`src/hw/eds_pkg.sv`:
```
// Constants and types of the DMA event status block
// Summary of operation
// - Frame sent with completion request sets bit 0
// - Transmit process entering stop sets bit 1
// - Host-owned transmit descriptor suspends, sets bit 2
// - Jabber expiry stops transmit, sets bit 3
// - Receive overflow sets bit 4, marks descriptor only once a byte of the frame has been counted
// - Transmit underflow suspends, sets bit 5, marks descriptor
// - Received frame written back without overflow sets bit 6
// - Host-owned receive descriptor suspends, sets bit 7 only if the current descriptor is DMA-owned
// - Receive resumes on poll or next frame
// - Receive process entering stop sets bit 8
// - Frame longer than 2048 bytes sets bit 9
// - Whole frame in transmit FIFO sets bit 10
// - Bit 15 ORs enabled abnormal flags
// - Bit 16 ORs enabled normal flags
// - Transmit state shows 110 while suspended
package eds_pkg;
   localparam logic [15:0] OFF_TX_POLL = 16'h1004;
   localparam logic [15:0] OFF_RX_POLL = 16'h1008;
   localparam logic [15:0] OFF_STATUS = 16'h1014;
   localparam logic [15:0] OFF_ENABLE = 16'h101c;
   localparam int BIT_TX_DONE = 0;
   localparam int BIT_TX_STOP = 1;
   localparam int BIT_TX_UNAV = 2;
   localparam int BIT_JABBER = 3;
   localparam int BIT_RX_OVF = 4;
   localparam int BIT_TX_UNF = 5;
   localparam int BIT_RX_DONE = 6;
   localparam int BIT_RX_UNAV = 7;
   localparam int BIT_RX_STOP = 8;
   localparam int BIT_RX_WDOG = 9;
   localparam int BIT_TX_EARLY = 10;
   localparam int BIT_ABN_SUM = 15;
   localparam int BIT_NRM_SUM = 16;
   localparam int RX_STATE_LSB = 17;
   localparam int TX_STATE_LSB = 20;
   localparam int DESC_JABBER_BIT = 14;
   localparam int DESC_UNF_BIT = 1;
   localparam int DESC_OVF_BIT = 11;
   localparam int FLAG_W = 11;
   localparam logic [10:0] ABN_MASK = 11'h7ba;
   localparam logic [10:0] NRM_MASK = 11'h045;
   localparam logic [10:0] FLAGS_RESET = 11'h000;
   localparam logic [16:0] ENABLE_RESET = 17'h00000;
   localparam logic [11:0] RX_WDOG_BYTES = 12'h800;
   localparam int DATA_W = 32;
   localparam int FIFO_DEPTH = 16;
   typedef enum logic [2:0] {
      TX_STOP = 3'b000,
      TX_FETCH = 3'b001,
      TX_READ = 3'b011,
      TX_SUSP = 3'b110,
      TX_CLOSE = 3'b111
   } eds_tx_state_t;
   typedef enum logic [2:0] {
      RX_STOP = 3'b000,
      RX_FETCH = 3'b001,
      RX_WAIT = 3'b011,
      RX_SUSP = 3'b100,
      RX_XFER = 3'b111
   } eds_rx_state_t;
endpackage : eds_pkg

```
`src/hw/eds_stream_if.sv`:
```
// Valid/ready word stream between the block's modules
`timescale 1ns/10ps
interface eds_stream_if #(parameter int WIDTH = 33);
   logic valid;
   logic ready;
   logic [WIDTH-1:0] data;
   modport src (output valid, output data, input ready);
   modport snk (input valid, input data, output ready);
endinterface : eds_stream_if

```
`src/hw/eds_fifo.sv`:
```
// Synchronous FIFO with registered output stage
`timescale 1ns/10ps
module eds_fifo #(
   parameter int WIDTH = 33,
   parameter int DEPTH = 16
) (
   // Clock and reset
   input wire logic clk,
   input wire logic srst,
   // Fill side gate
   input wire logic allowIn,
   // Streams
   eds_stream_if.snk inPort,
   eds_stream_if.src outPort
);
   localparam int AW = $clog2(DEPTH);
   logic [WIDTH-1:0] mem [DEPTH];
   logic [AW-1:0] wrPtr_ff;
   logic [AW-1:0] rdPtr_ff;
   logic [AW:0] count_ff;
   logic [AW:0] nxt_count;
   logic inReady_ff;
   logic outValid_ff;
   logic [WIDTH-1:0] outData_ff;
   logic push;
   logic pop;

   assign push = inPort.valid && inReady_ff;
   assign pop = (count_ff != '0) && (!outValid_ff || outPort.ready);
   assign nxt_count = count_ff + (AW+1)'(push) - (AW+1)'(pop);
   assign inPort.ready = inReady_ff;
   assign outPort.valid = outValid_ff;
   assign outPort.data = outData_ff;

   always_ff @(posedge clk) begin
      if (push) begin
         mem[wrPtr_ff] <= inPort.data;
      end
   end

   always_ff @(posedge clk) begin
      if (srst) begin
         wrPtr_ff <= '0;
         rdPtr_ff <= '0;
         count_ff <= '0;
         inReady_ff <= 1'b0;
      end else begin
         wrPtr_ff <= wrPtr_ff + AW'(push);
         rdPtr_ff <= rdPtr_ff + AW'(pop);
         count_ff <= nxt_count;
         inReady_ff <= allowIn && (nxt_count < (AW+1)'(DEPTH));
      end
   end

   always_ff @(posedge clk) begin
      if (srst) begin
         outValid_ff <= 1'b0;
         outData_ff <= '0;
      end else if (pop) begin
         outValid_ff <= 1'b1;
         outData_ff <= mem[rdPtr_ff];
      end else if (outPort.ready) begin
         outValid_ff <= 1'b0;
      end
   end
endmodule : eds_fifo

```
`src/hw/eth_dma_status_flags.sv`:
```
// DMA event status flags, process states and transmit data FIFO
//
// The plain strobed port was decided locally.
`timescale 1ns/10ps
module eth_dma_status_flags (
   // Clock and reset
   input wire logic clk,
   input wire logic srst,
   // Register port
   input wire logic [15:0] regAddr,
   input wire logic [31:0] regWdata,
   input wire logic regWrite,
   input wire logic regRead,
   output logic [31:0] regRdata,
   // Process control
   input wire logic txEnable,
   input wire logic rxEnable,
   // Transmit descriptors
   input wire logic txDescHost,
   input wire logic txDescIoc,
   input wire logic jabberExpire,
   output logic txDescWbValid,
   output logic [31:0] txDescWbBits,
   // Transmit data from memory
   input wire logic memTxValid,
   input wire logic [31:0] memTxData,
   input wire logic memTxLast,
   output logic memTxReady,
   // Transmit data to MAC
   output logic macTxValid,
   output logic [31:0] macTxData,
   output logic macTxLast,
   input wire logic macTxReady,
   // Receive side
   input wire logic rxDescHost,
   input wire logic rxCurDescDma,
   input wire logic rxFrameAccepted,
   input wire logic rxByteStrobe,
   input wire logic rxFrameEnd,
   input wire logic rxOverflowEvt,
   output logic rxDescWbValid,
   output logic [31:0] rxDescWbBits,
   // Process states
   output logic [2:0] txProcessState,
   output logic [2:0] rxProcessState
);
   eds_pkg::eds_tx_state_t txState_ff;
   eds_pkg::eds_tx_state_t nxt_txState;
   eds_pkg::eds_rx_state_t rxState_ff;
   eds_pkg::eds_rx_state_t nxt_rxState;
   logic [10:0] flags_ff;
   logic [10:0] evt;
   logic [10:0] clr;
   logic [16:0] enable_ff;
   logic abnSum_ff;
   logic nrmSum_ff;
   logic [31:0] regRdata_ff;
   logic txDescWbValid_ff;
   logic [31:0] txDescWbBits_ff;
   logic rxDescWbValid_ff;
   logic [31:0] rxDescWbBits_ff;
   logic rxDonePend_ff;
   logic [11:0] rxBytes_ff;
   logic txPoll;
   logic rxPoll;
   logic txUnderflow;
   logic outLast;
   logic inFrameOut_ff;
   logic wdogEvt;

   eds_stream_if #(.WIDTH(33)) fifoIn ();
   eds_stream_if #(.WIDTH(33)) fifoOut ();

   assign txPoll = regWrite && (regAddr == eds_pkg::OFF_TX_POLL);
   assign rxPoll = regWrite && (regAddr == eds_pkg::OFF_RX_POLL);
   assign clr = (regWrite && regAddr == eds_pkg::OFF_STATUS) ?
                regWdata[10:0] : 11'h000;

   // Transmit data path
   assign fifoIn.valid = memTxValid;
   assign fifoIn.data = {memTxLast, memTxData};
   assign memTxReady = fifoIn.ready;
   assign fifoOut.ready = macTxReady;
   assign macTxValid = fifoOut.valid;
   assign macTxData = fifoOut.data[31:0];
   assign macTxLast = fifoOut.data[32];
   assign outLast = fifoOut.valid && macTxReady && fifoOut.data[32];

   eds_fifo #(.WIDTH(33), .DEPTH(eds_pkg::FIFO_DEPTH)) txFifo (
      .clk(clk),
      .srst(srst),
      .allowIn(nxt_txState == eds_pkg::TX_READ),
      .inPort(fifoIn),
      .outPort(fifoOut)
   );

   always_ff @(posedge clk) begin
      if (srst) begin
         inFrameOut_ff <= 1'b0;
      end else if (fifoOut.valid && macTxReady) begin
         inFrameOut_ff <= !fifoOut.data[32];
      end
   end
   assign txUnderflow = inFrameOut_ff && macTxReady && !fifoOut.valid &&
                        txState_ff == eds_pkg::TX_READ;

   // Transmit process
   always_comb begin
      nxt_txState = txState_ff;
      unique case (txState_ff)
         eds_pkg::TX_STOP: if (txEnable) nxt_txState = eds_pkg::TX_FETCH;
         eds_pkg::TX_FETCH: begin
            nxt_txState = txDescHost ? eds_pkg::TX_SUSP : eds_pkg::TX_READ;
         end
         eds_pkg::TX_READ: begin
            if (txUnderflow) nxt_txState = eds_pkg::TX_SUSP;
            else if (outLast) nxt_txState = eds_pkg::TX_CLOSE;
         end
         eds_pkg::TX_SUSP: if (txPoll) nxt_txState = eds_pkg::TX_FETCH;
         eds_pkg::TX_CLOSE: nxt_txState = eds_pkg::TX_FETCH;
      endcase
      if (jabberExpire || !txEnable) nxt_txState = eds_pkg::TX_STOP;
   end

   always_ff @(posedge clk) begin
      if (srst) txState_ff <= eds_pkg::TX_STOP;
      else txState_ff <= nxt_txState;
   end

   // Transmit descriptor status writeback
   always_ff @(posedge clk) begin
      if (srst) begin
         txDescWbValid_ff <= 1'b0;
         txDescWbBits_ff <= 32'h0000_0000;
      end else begin
         txDescWbValid_ff <= jabberExpire || txUnderflow;
         txDescWbBits_ff <= 32'h0000_0000;
         txDescWbBits_ff[eds_pkg::DESC_JABBER_BIT] <= jabberExpire;
         txDescWbBits_ff[eds_pkg::DESC_UNF_BIT] <= txUnderflow;
      end
   end

   // Receive process
   always_comb begin
      nxt_rxState = rxState_ff;
      unique case (rxState_ff)
         eds_pkg::RX_STOP: if (rxEnable) nxt_rxState = eds_pkg::RX_FETCH;
         eds_pkg::RX_FETCH: begin
            nxt_rxState = rxDescHost ? eds_pkg::RX_SUSP : eds_pkg::RX_WAIT;
         end
         eds_pkg::RX_WAIT: if (rxFrameAccepted) nxt_rxState = eds_pkg::RX_XFER;
         eds_pkg::RX_SUSP: begin
            if (rxPoll || rxFrameAccepted) nxt_rxState = eds_pkg::RX_FETCH;
         end
         eds_pkg::RX_XFER: begin
            if (rxFrameEnd || rxOverflowEvt) nxt_rxState = eds_pkg::RX_FETCH;
         end
      endcase
      if (!rxEnable) nxt_rxState = eds_pkg::RX_STOP;
   end

   always_ff @(posedge clk) begin
      if (srst) rxState_ff <= eds_pkg::RX_STOP;
      else rxState_ff <= nxt_rxState;
   end

   // Received length counter for the watchdog
   always_ff @(posedge clk) begin
      if (srst || rxState_ff != eds_pkg::RX_XFER) begin
         rxBytes_ff <= 12'h000;
      end else if (rxByteStrobe && rxBytes_ff <= eds_pkg::RX_WDOG_BYTES) begin
         rxBytes_ff <= rxBytes_ff + 12'h001;
      end
   end
   assign wdogEvt = rxState_ff == eds_pkg::RX_XFER && rxByteStrobe &&
                    rxBytes_ff == eds_pkg::RX_WDOG_BYTES;

   // Receive descriptor status writeback
   always_ff @(posedge clk) begin
      if (srst) begin
         rxDescWbValid_ff <= 1'b0;
         rxDescWbBits_ff <= 32'h0000_0000;
         rxDonePend_ff <= 1'b0;
      end else begin
         rxDescWbValid_ff <= rxState_ff == eds_pkg::RX_XFER &&
            (rxFrameEnd || (rxOverflowEvt && rxBytes_ff != 12'h000));
         rxDescWbBits_ff <= 32'h0000_0000;
         rxDescWbBits_ff[eds_pkg::DESC_OVF_BIT] <= rxOverflowEvt &&
            rxBytes_ff != 12'h000;
         rxDonePend_ff <= rxState_ff == eds_pkg::RX_XFER && rxFrameEnd &&
                          !rxOverflowEvt;
      end
   end

   // Flag events
   always_comb begin
      evt = 11'h000;
      evt[eds_pkg::BIT_TX_DONE] = outLast && txDescIoc;
      evt[eds_pkg::BIT_TX_STOP] = nxt_txState == eds_pkg::TX_STOP &&
                                  txState_ff != eds_pkg::TX_STOP;
      evt[eds_pkg::BIT_TX_UNAV] = txState_ff == eds_pkg::TX_FETCH &&
                                  txDescHost;
      evt[eds_pkg::BIT_JABBER] = jabberExpire;
      evt[eds_pkg::BIT_RX_OVF] = rxOverflowEvt;
      evt[eds_pkg::BIT_TX_UNF] = txUnderflow;
      evt[eds_pkg::BIT_RX_DONE] = rxDonePend_ff;
      evt[eds_pkg::BIT_RX_UNAV] = rxState_ff == eds_pkg::RX_FETCH &&
                                  rxDescHost && rxCurDescDma;
      evt[eds_pkg::BIT_RX_STOP] = nxt_rxState == eds_pkg::RX_STOP &&
                                  rxState_ff != eds_pkg::RX_STOP;
      evt[eds_pkg::BIT_RX_WDOG] = wdogEvt;
      evt[eds_pkg::BIT_TX_EARLY] = fifoIn.valid && fifoIn.ready &&
                                   memTxLast;
   end

   always_ff @(posedge clk) begin
      if (srst) flags_ff <= eds_pkg::FLAGS_RESET;
      else flags_ff <= (flags_ff & ~clr) | evt;
   end

   always_ff @(posedge clk) begin
      if (srst) begin
         abnSum_ff <= 1'b0;
         nrmSum_ff <= 1'b0;
      end else begin
         abnSum_ff <= |(flags_ff & enable_ff[10:0] & eds_pkg::ABN_MASK);
         nrmSum_ff <= |(flags_ff & enable_ff[10:0] & eds_pkg::NRM_MASK);
      end
   end

   always_ff @(posedge clk) begin
      if (srst) enable_ff <= eds_pkg::ENABLE_RESET;
      else if (regWrite && regAddr == eds_pkg::OFF_ENABLE)
         enable_ff <= regWdata[16:0];
   end

   // Register read
   always_ff @(posedge clk) begin
      if (srst) begin
         regRdata_ff <= 32'h0000_0000;
      end else begin
         regRdata_ff <= 32'h0000_0000;
         if (regRead && regAddr == eds_pkg::OFF_STATUS) begin
            regRdata_ff[10:0] <= flags_ff;
            regRdata_ff[eds_pkg::BIT_ABN_SUM] <= abnSum_ff;
            regRdata_ff[eds_pkg::BIT_NRM_SUM] <= nrmSum_ff;
            regRdata_ff[eds_pkg::RX_STATE_LSB +: 3] <= rxState_ff;
            regRdata_ff[eds_pkg::TX_STATE_LSB +: 3] <= txState_ff;
         end else if (regRead && regAddr == eds_pkg::OFF_ENABLE) begin
            regRdata_ff[16:0] <= enable_ff;
         end
      end
   end

   assign regRdata = regRdata_ff;
   assign txDescWbValid = txDescWbValid_ff;
   assign txDescWbBits = txDescWbBits_ff;
   assign rxDescWbValid = rxDescWbValid_ff;
   assign rxDescWbBits = rxDescWbBits_ff;
   assign txProcessState = txState_ff;
   assign rxProcessState = rxState_ff;
endmodule : eth_dma_status_flags

```
`config.mk`:
```
export PLATFORM = sky130hd
export DESIGN_NAME = eth_dma_status_flags
export DESIGN_NICKNAME = d
export VERILOG_FILES = /design/src/hw/eds_pkg.sv /design/src/hw/eds_stream_if.sv /design/src/hw/eds_fifo.sv /design/src/hw/eth_dma_status_flags.sv
export SDC_FILE = /design/constraint.sdc
export NUM_CORES = 1
export LEC_CHECK = 0
export BUFFER_PORTS_ARGS = -buffer_cell sky130_fd_sc_hd__buf_2
export CAP_MARGIN = 5
export CELL_PAD_IN_SITES_DETAIL_PLACEMENT = 0
export CELL_PAD_IN_SITES_GLOBAL_PLACEMENT = 1
export CORE_ASPECT_RATIO = 0.8
export CORE_MARGIN = 4
export CORE_UTILIZATION = 41
export DETAILED_ROUTE_END_ITERATION = 10
export GPL_TIMING_DRIVEN = 0
export PLACE_DENSITY_LB_ADDON = 0.2
export SYNTH_ARGS = -nofsm -noshare
export SYNTH_HDL_FRONTEND = slang
export SYNTH_SLANG_ARGS = --single-unit
```
`constraint.sdc`:
```
create_clock -name clk -period 4.4 [get_ports clk]
set_input_delay 0.88 -clock clk [delete_from_list [all_inputs] [get_ports clk]]
set_output_delay 0.88 -clock clk [all_outputs]
set_load 0.05 [all_outputs]
```
==> results of run 1 <==
-- cells in the mapped netlist, drive strengths merged, types with 2 or more instances --
cell type / n
nor4b: 3
or4: 8
and3: 6
a21oi: 43
nor2: 37
a22oi: 4
ha: 12
a31oi: 4
o21ai: 25
a311oi: 4
o22ai: 34
xor2: 2
xnor2: 7
o31ai: 14
a21o: 35
mux2i: 67
nor4: 7
o21bai: 2
clkbuf: 20
edfxtp: 528
a22o: 13
buf: 119
nand4b: 2
nand2b: 6
nand4: 5
and2: 9
mux4: 132
dfxtp: 126
nand2: 15
and4: 3
inv: 27
nor2b: 10
nor3: 13
nand3: 32
or3: 2
nand3b: 3
-- worst reg2reg max path, stage by stage, from the launching register on --
cell and delay [ns]:
dfxtp_1 0.33, inv_1 0.08, ha_1 0.15, nor4b_2 0.34, nor2_1 0.15, ha_1 0.30, inv_1 0.04, ha_1 0.21
fa_1 0.45, a21oi_1 0.17, o21bai_1 0.09, xnor2_1 0.21, and3_1 0.19
-- power breakdown --
group | total (mW) | leakage, nW | internal, mW | switching (mW)
Clock | 5.75 | 1.09 | 3.39 | 2.36
Sequential | 6.99 | 5.77 | 6.86 | 0.128
Combinational | 2.43 | 3.64 | 0.808 | 1.63
Total | 15.2 | 10.5 | 11.1 | 4.12
-- cell type report --
cell class / count / area, µm²
diodes: 1 / 2.502
well taps: 830 / 1039
inverters: 27 / 101.3
flip-flops and latches: 654 / 18380
clock buffers: 87 / 1844
clock inverters: 36 / 381.6
fillers: 5161 / 31020
repair buffers: 179 / 1210
plain buffers: 139 / 897.1
multi-input cells: 640 / 6444
-- stage by stage --
step                      power (mW)  cell area, µm²  util, %  TNS, ns
after floorplan                8.852           25710        -        0
after global placement         9.563           27500    44.86  -561.42
after detailed placement       9.588           28070    45.78        0
after CTS                      15.36           30290    49.41        0
after global routing           15.77           30290    49.41        0
final                          15.18           30300    49.41        0
-- registers in the layout, indices dropped and copies added (netlist names), 2 cells and up --
signal / flops
txFifo.rdPtr_ff: 4
rxProcessState: 3
enable_ff: 17
txProcessState: 3
txFifo.outPort.data: 33
regRdata: 23
txFifo.mem: 528
txDescWbBits: 2
flags_ff: 11
rxBytes_ff: 12
txFifo.count_ff: 5
txFifo.wrPtr_ff: 4
-- cell families (layout without fill, tap and decap cells) --
logic type      count (synthesis)  in the layout  synth area share (%)
compound gates                186            186                 4.783
xor+xnor                        9              9                0.3097
buf+inv                       166            468                 3.923
simple gates                  163            163                 3.776
other cells                     1             71               0.01473
flops                         654            654                 72.21
fa+ha+maj                      13             13                0.6686
mux                           199            199                 14.32
-- worst max path at each step --
stage | to | slack (ns)
floorplan | txFifo.mem[0][0] | 0.33
global placement | txFifo.mem[0][1] | -2.83
finish | txFifo.inPort.ready | 1.64
global route | txFifo.inPort.ready | 1.43
detailed placement | txFifo.mem[8][15] | 1.18
CTS | txFifo.inPort.ready | 1.64
-- metal layers --
metal  track usage, %  up-vias  wire (µm)
met4            3.739        0        948
met5                0        -          0
li1                 -     6091          -
met1            26.76     7060      27640
met2            28.84      374      28630
met3            3.554       79       3485
==> impl_metrics.ini, run 1 <==
[sta]
tightest_slew_ns = 1.079
slew_headroom_pct = 28.06
final.period_utilization_pct = 62.74
rsz0062_at_grt = false
drv_slew = 0
finClkSkew_ns = 0.02030
hold_viol_final = 0
fmax_mhz = 362.2
finalCriticalPeriod_ns = 2.761
worst_hold_slack_ns = 0.4451
timing.final.ws_setup_ns = 1.639
finalSetupViolations = 0

[placed_design]
post-place-ws_ns = 1.178
io_buffers = 151
gp_congestion = 0.7906
dpl.hpwl_um = 40640
dp_cells = 2469

[critical_path]
crit-reg2reg-launch = txFifo.count_ff[3]
reg2regPathDepth = 12
path_max_fanout = 4
startpoint_type = register
crit_chain = inv_1 -> ha_1 -> nor4b_2 -> nor2_1 -> ha_1 -> inv_1 -> ha_1 -> fa_1 -> a21oi_1 -> o21bai_1 -> xnor2_1 -> and3_1
critPathKind = reg -> reg
arrival_ns = 3.30
crit_buf_inv = 2
critPathRequiredTime_ns = 4.94
worstSetupEndpointType = register
r2r-end = txFifo.inPort.ready
slowest_stage = fa_1
cpMostUsedCell = ha_1
timing.critical_path.depth = 12
critPathLaunch = txFifo.count_ff[3]
cp_top_family = adder cells
slowest_delay_ns = 0.45
regToRegSetupSlack_ns = 1.64

[die]
coreArea_um2 = 61320
initial_core_util_pct = 41.51
ios = 237
die_w_um = 286.6
die-area_um2 = 66150
row_count = 81
die_height_um = 230.8

[min_path]
min_to = txFifo.outPort.data[28]
hp-class = reg -> reg
worst_hold_startpoint = txFifo.outPort.data[28]
hold_depth = 1

[drt]
firstDrtPassIters = 7
wirelength_um = 60700
drcViolationCount = 0
via_count = 13600
vias_per_cell = 5.246
ant_nets = 0
drt_iter0_markers = 1157
detail_route.wl_per_cell_um = 23.41

[global_route]
grt_max_degree = 20
grt_pass1_vias = 13800
antenna_found_initial = 2
grt_usage_pct = 18.29
overflow = 0
grt_pass1_wl_um = 89800

[clock_network]
cts_hold_buf = 0
cts_setup_buffers = 0
clk_latency_ns = 0.60
cts_tree = built
cts_buffers = 68
path_clk_slew_ns = 0.06
cts.sinks = 654
cts_buffer_depth = 3
cts_max_level = 3
cts_resized = 0
clockRootBuffer = clkbuf_16

[power]
vdd_drop_max_uv = 291.7
p_leak_nw = 10.50
powerDensity_nw_per_um2 = 500.9

[final_layout]
layout_commonest_cell = edfxtp_1
drive_above_1_share_pct = 31.50
fin_nets = 1820
mostFrequentLayoutCells = edfxtp_1 (528), buf_2 (187), mux4_2 (132), dfxtp_1 (126), buf_4 (73)
final_cells = 2593
area_delta_synth_final_pct = 19.04

[synthesis]
synthFlopType = edfxtp_1
ys_types = 55
netlist.area_leader.share_pct = 62.30
yosysSeqAreaShare_pct = 72.21
yosysWarnings = 0
async_flop_share_pct = 0
synth_area_per_cell_um2 = 18.30
ys_top_cells_by_area = edfxtp_1 (62%), mux4_2 (12%), dfxtp_1 (9.9%)
synth_edf_count = 528
synth_area_leader_cell = edfxtp_1
netlist_area_um2 = 25450
ys_seq_elements = 654
syn_inst = 1391

[run]
drv_cap = 0

[run_status]
status = complete, no violations
(Power assumes the default switching activity.)
==> inputs of run 2 (changes only) <==
clock period = 2.8 ns   (was 4.4 ns; I/O delays follow)
==> impl_metrics.ini, run 2 (synthesis gave the netlist of run 1 again) <==
[sta]
drv_slew = 0
rsz0062_at_grt = false
tightest_slew_ns = 1.196
fmax_mhz = 384.5
slew_headroom_pct = 20.26
finalSetupViolations = 0
finClkSkew_ns = 0.03052
final.period_utilization_pct = 92.89
timing.final.ws_setup_ns = 0.1990
hold_viol_final = 0
finalCriticalPeriod_ns = 2.601
worst_hold_slack_ns = 0.1939

[clock_network]
cts_buffers = 67
path_clk_slew_ns = 0.06
cts_hold_buf = 0
cts_buffer_depth = 3
clk_latency_ns = 0.61
clockRootBuffer = clkbuf_16
cts_max_level = 3
cts_tree = built
cts.sinks = 654

[global_route]
grt_pass1_wl_um = 89120
grt_pass1_vias = 13320
overflow = 0
grt_usage_pct = 18.34
grt_max_degree = 21
antenna_found_initial = 4

[final_layout]
drive_above_1_share_pct = 31.41
antenna_cells = 0
fin_nets = 1812
largest_reg_flops = 528
final_cells = 2584
layout_commonest_cell = edfxtp_1
area_delta_synth_final_pct = 19.14
regMostFlops = txFifo.mem
mostFrequentLayoutCells = edfxtp_1 (528), buf_2 (187), mux4_2 (132), dfxtp_1 (126), buf_4 (73)
fillCellCount = 5160

[critical_path]
path_max_fanout = 3
arrival_ns = 3.12
critPathRequiredTime_ns = 3.32
cpMostUsedCell = ha_1
slowest_stage = fa_1
startpoint_type = register
crit_chain = inv_1 -> ha_1 -> nor4b_4 -> nor2_1 -> ha_1 -> inv_1 -> ha_1 -> fa_1 -> a21oi_1 -> o21bai_1 -> xnor2_1 -> and3_1
crit-reg2reg-launch = txFifo.count_ff[3]
slowest_delay_ns = 0.44
critPathLaunch = txFifo.count_ff[3]
critPathKind = reg -> reg
worstSetupEndpointType = register

[die]
coreArea_um2 = 61320
die_w_um = 286.6
row_count = 81
die-area_um2 = 66150
ios = 237
initial_core_util_pct = 41.51
die_height_um = 230.8

[min_path]
worst_hold_startpoint = regWdata[4]
hp-class = in -> reg

[drt]
vias_per_cell = 5.245
firstDrtPassIters = 5
drt_iter0_markers = 1099
via_count = 13550
wirelength_um = 60930
drcViolationCount = 0
detail_route.wl_per_cell_um = 23.58
ant_nets = 0

[placed_design]
dpl.hpwl_um = 40140
io_buffers = 151
dp_cells = 2461
post-place-ws_ns = -0.08339
gp_congestion = 0.8407

[power]
p_leak_nw = 10.45
vdd_drop_max_uv = 527.8
powerDensity_nw_per_um2 = 785.4

[run_status]
status = complete, no violations

[run]
drv_cap = 0
run 2: final timing paths:
path | end | slack (ns) | cells past startpoint
setup / recovery | txFifo.inPort.ready | 0.20 | 12
setup reg to reg | txFifo.inPort.ready | 0.20 | 12
hold reg to reg | regRdata[16] | 0.44 | 1
hold / removal | flags_ff[4] | 0.19 | 2
run 2: worst max-delay path: cells and delay by family, from the launching register on:
family	cells	cell delay, ns
flip-flops	1	0.32
adder cells (fa/ha/maj)	4	1.08
AO/OA/AOI/OAI	2	0.24
buffers and inverters	2	0.11
XOR/XNOR	1	0.21
AND/OR/NAND/NOR	3	0.56
run 2: metrics by stage:
step	TNS [ns]	area (µm²)	utilization [%]	power, mW
global route	0	30320	49.45	24.77
floorplan	-24.48	25760	-	13.91
CTS	0	30310	49.44	24.08
finish	0	30320	49.45	23.81
global placement	-671.75	27550	44.93	15.02
detailed placement	-2.016	28090	45.81	15.07
run 2: layout make-up:
type / instances / area, µm² / share of cell area, %
multi-input combinational: 640 / 6480 / 21.37
inverter: 27 / 101.3 / 0.3342
buffer: 139 / 897.1 / 2.959
sequential: 654 / 18380 / 60.61
timing repair buffer: 172 / 1211 / 3.994
tap: 830 / 1039 / 3.425
clock inverter: 36 / 406.6 / 1.341
clock buffer: 86 / 1809 / 5.967
run 2: repair_timing:
action,4_1_cts,5_1_grt
setup buffers,0,1
pin swaps,0,1
endpoints found under the setup margin,21,2
resized for setup,2,0
run 2: metal layers:
metal  wire length, µm  vias up  GRT usage (%)  share of wire, %
met5                47        -              0             0.077
li1                  -     6072              -                 -
met2             28660      368          28.68                47
met1             27910     7029          26.99                46
met3              3355       76          3.702               5.5
met4               954        8          3.693               1.6
run 2: report_power, final:
part / total (mW) / internal [mW] / switching, mW / leakage, nW
clock network: 8.98 / 5.26 / 3.72 / 1.07
registers: 11.0 / 10.8 / 0.176 / 5.77
logic: 3.87 / 1.29 / 2.58 / 3.61
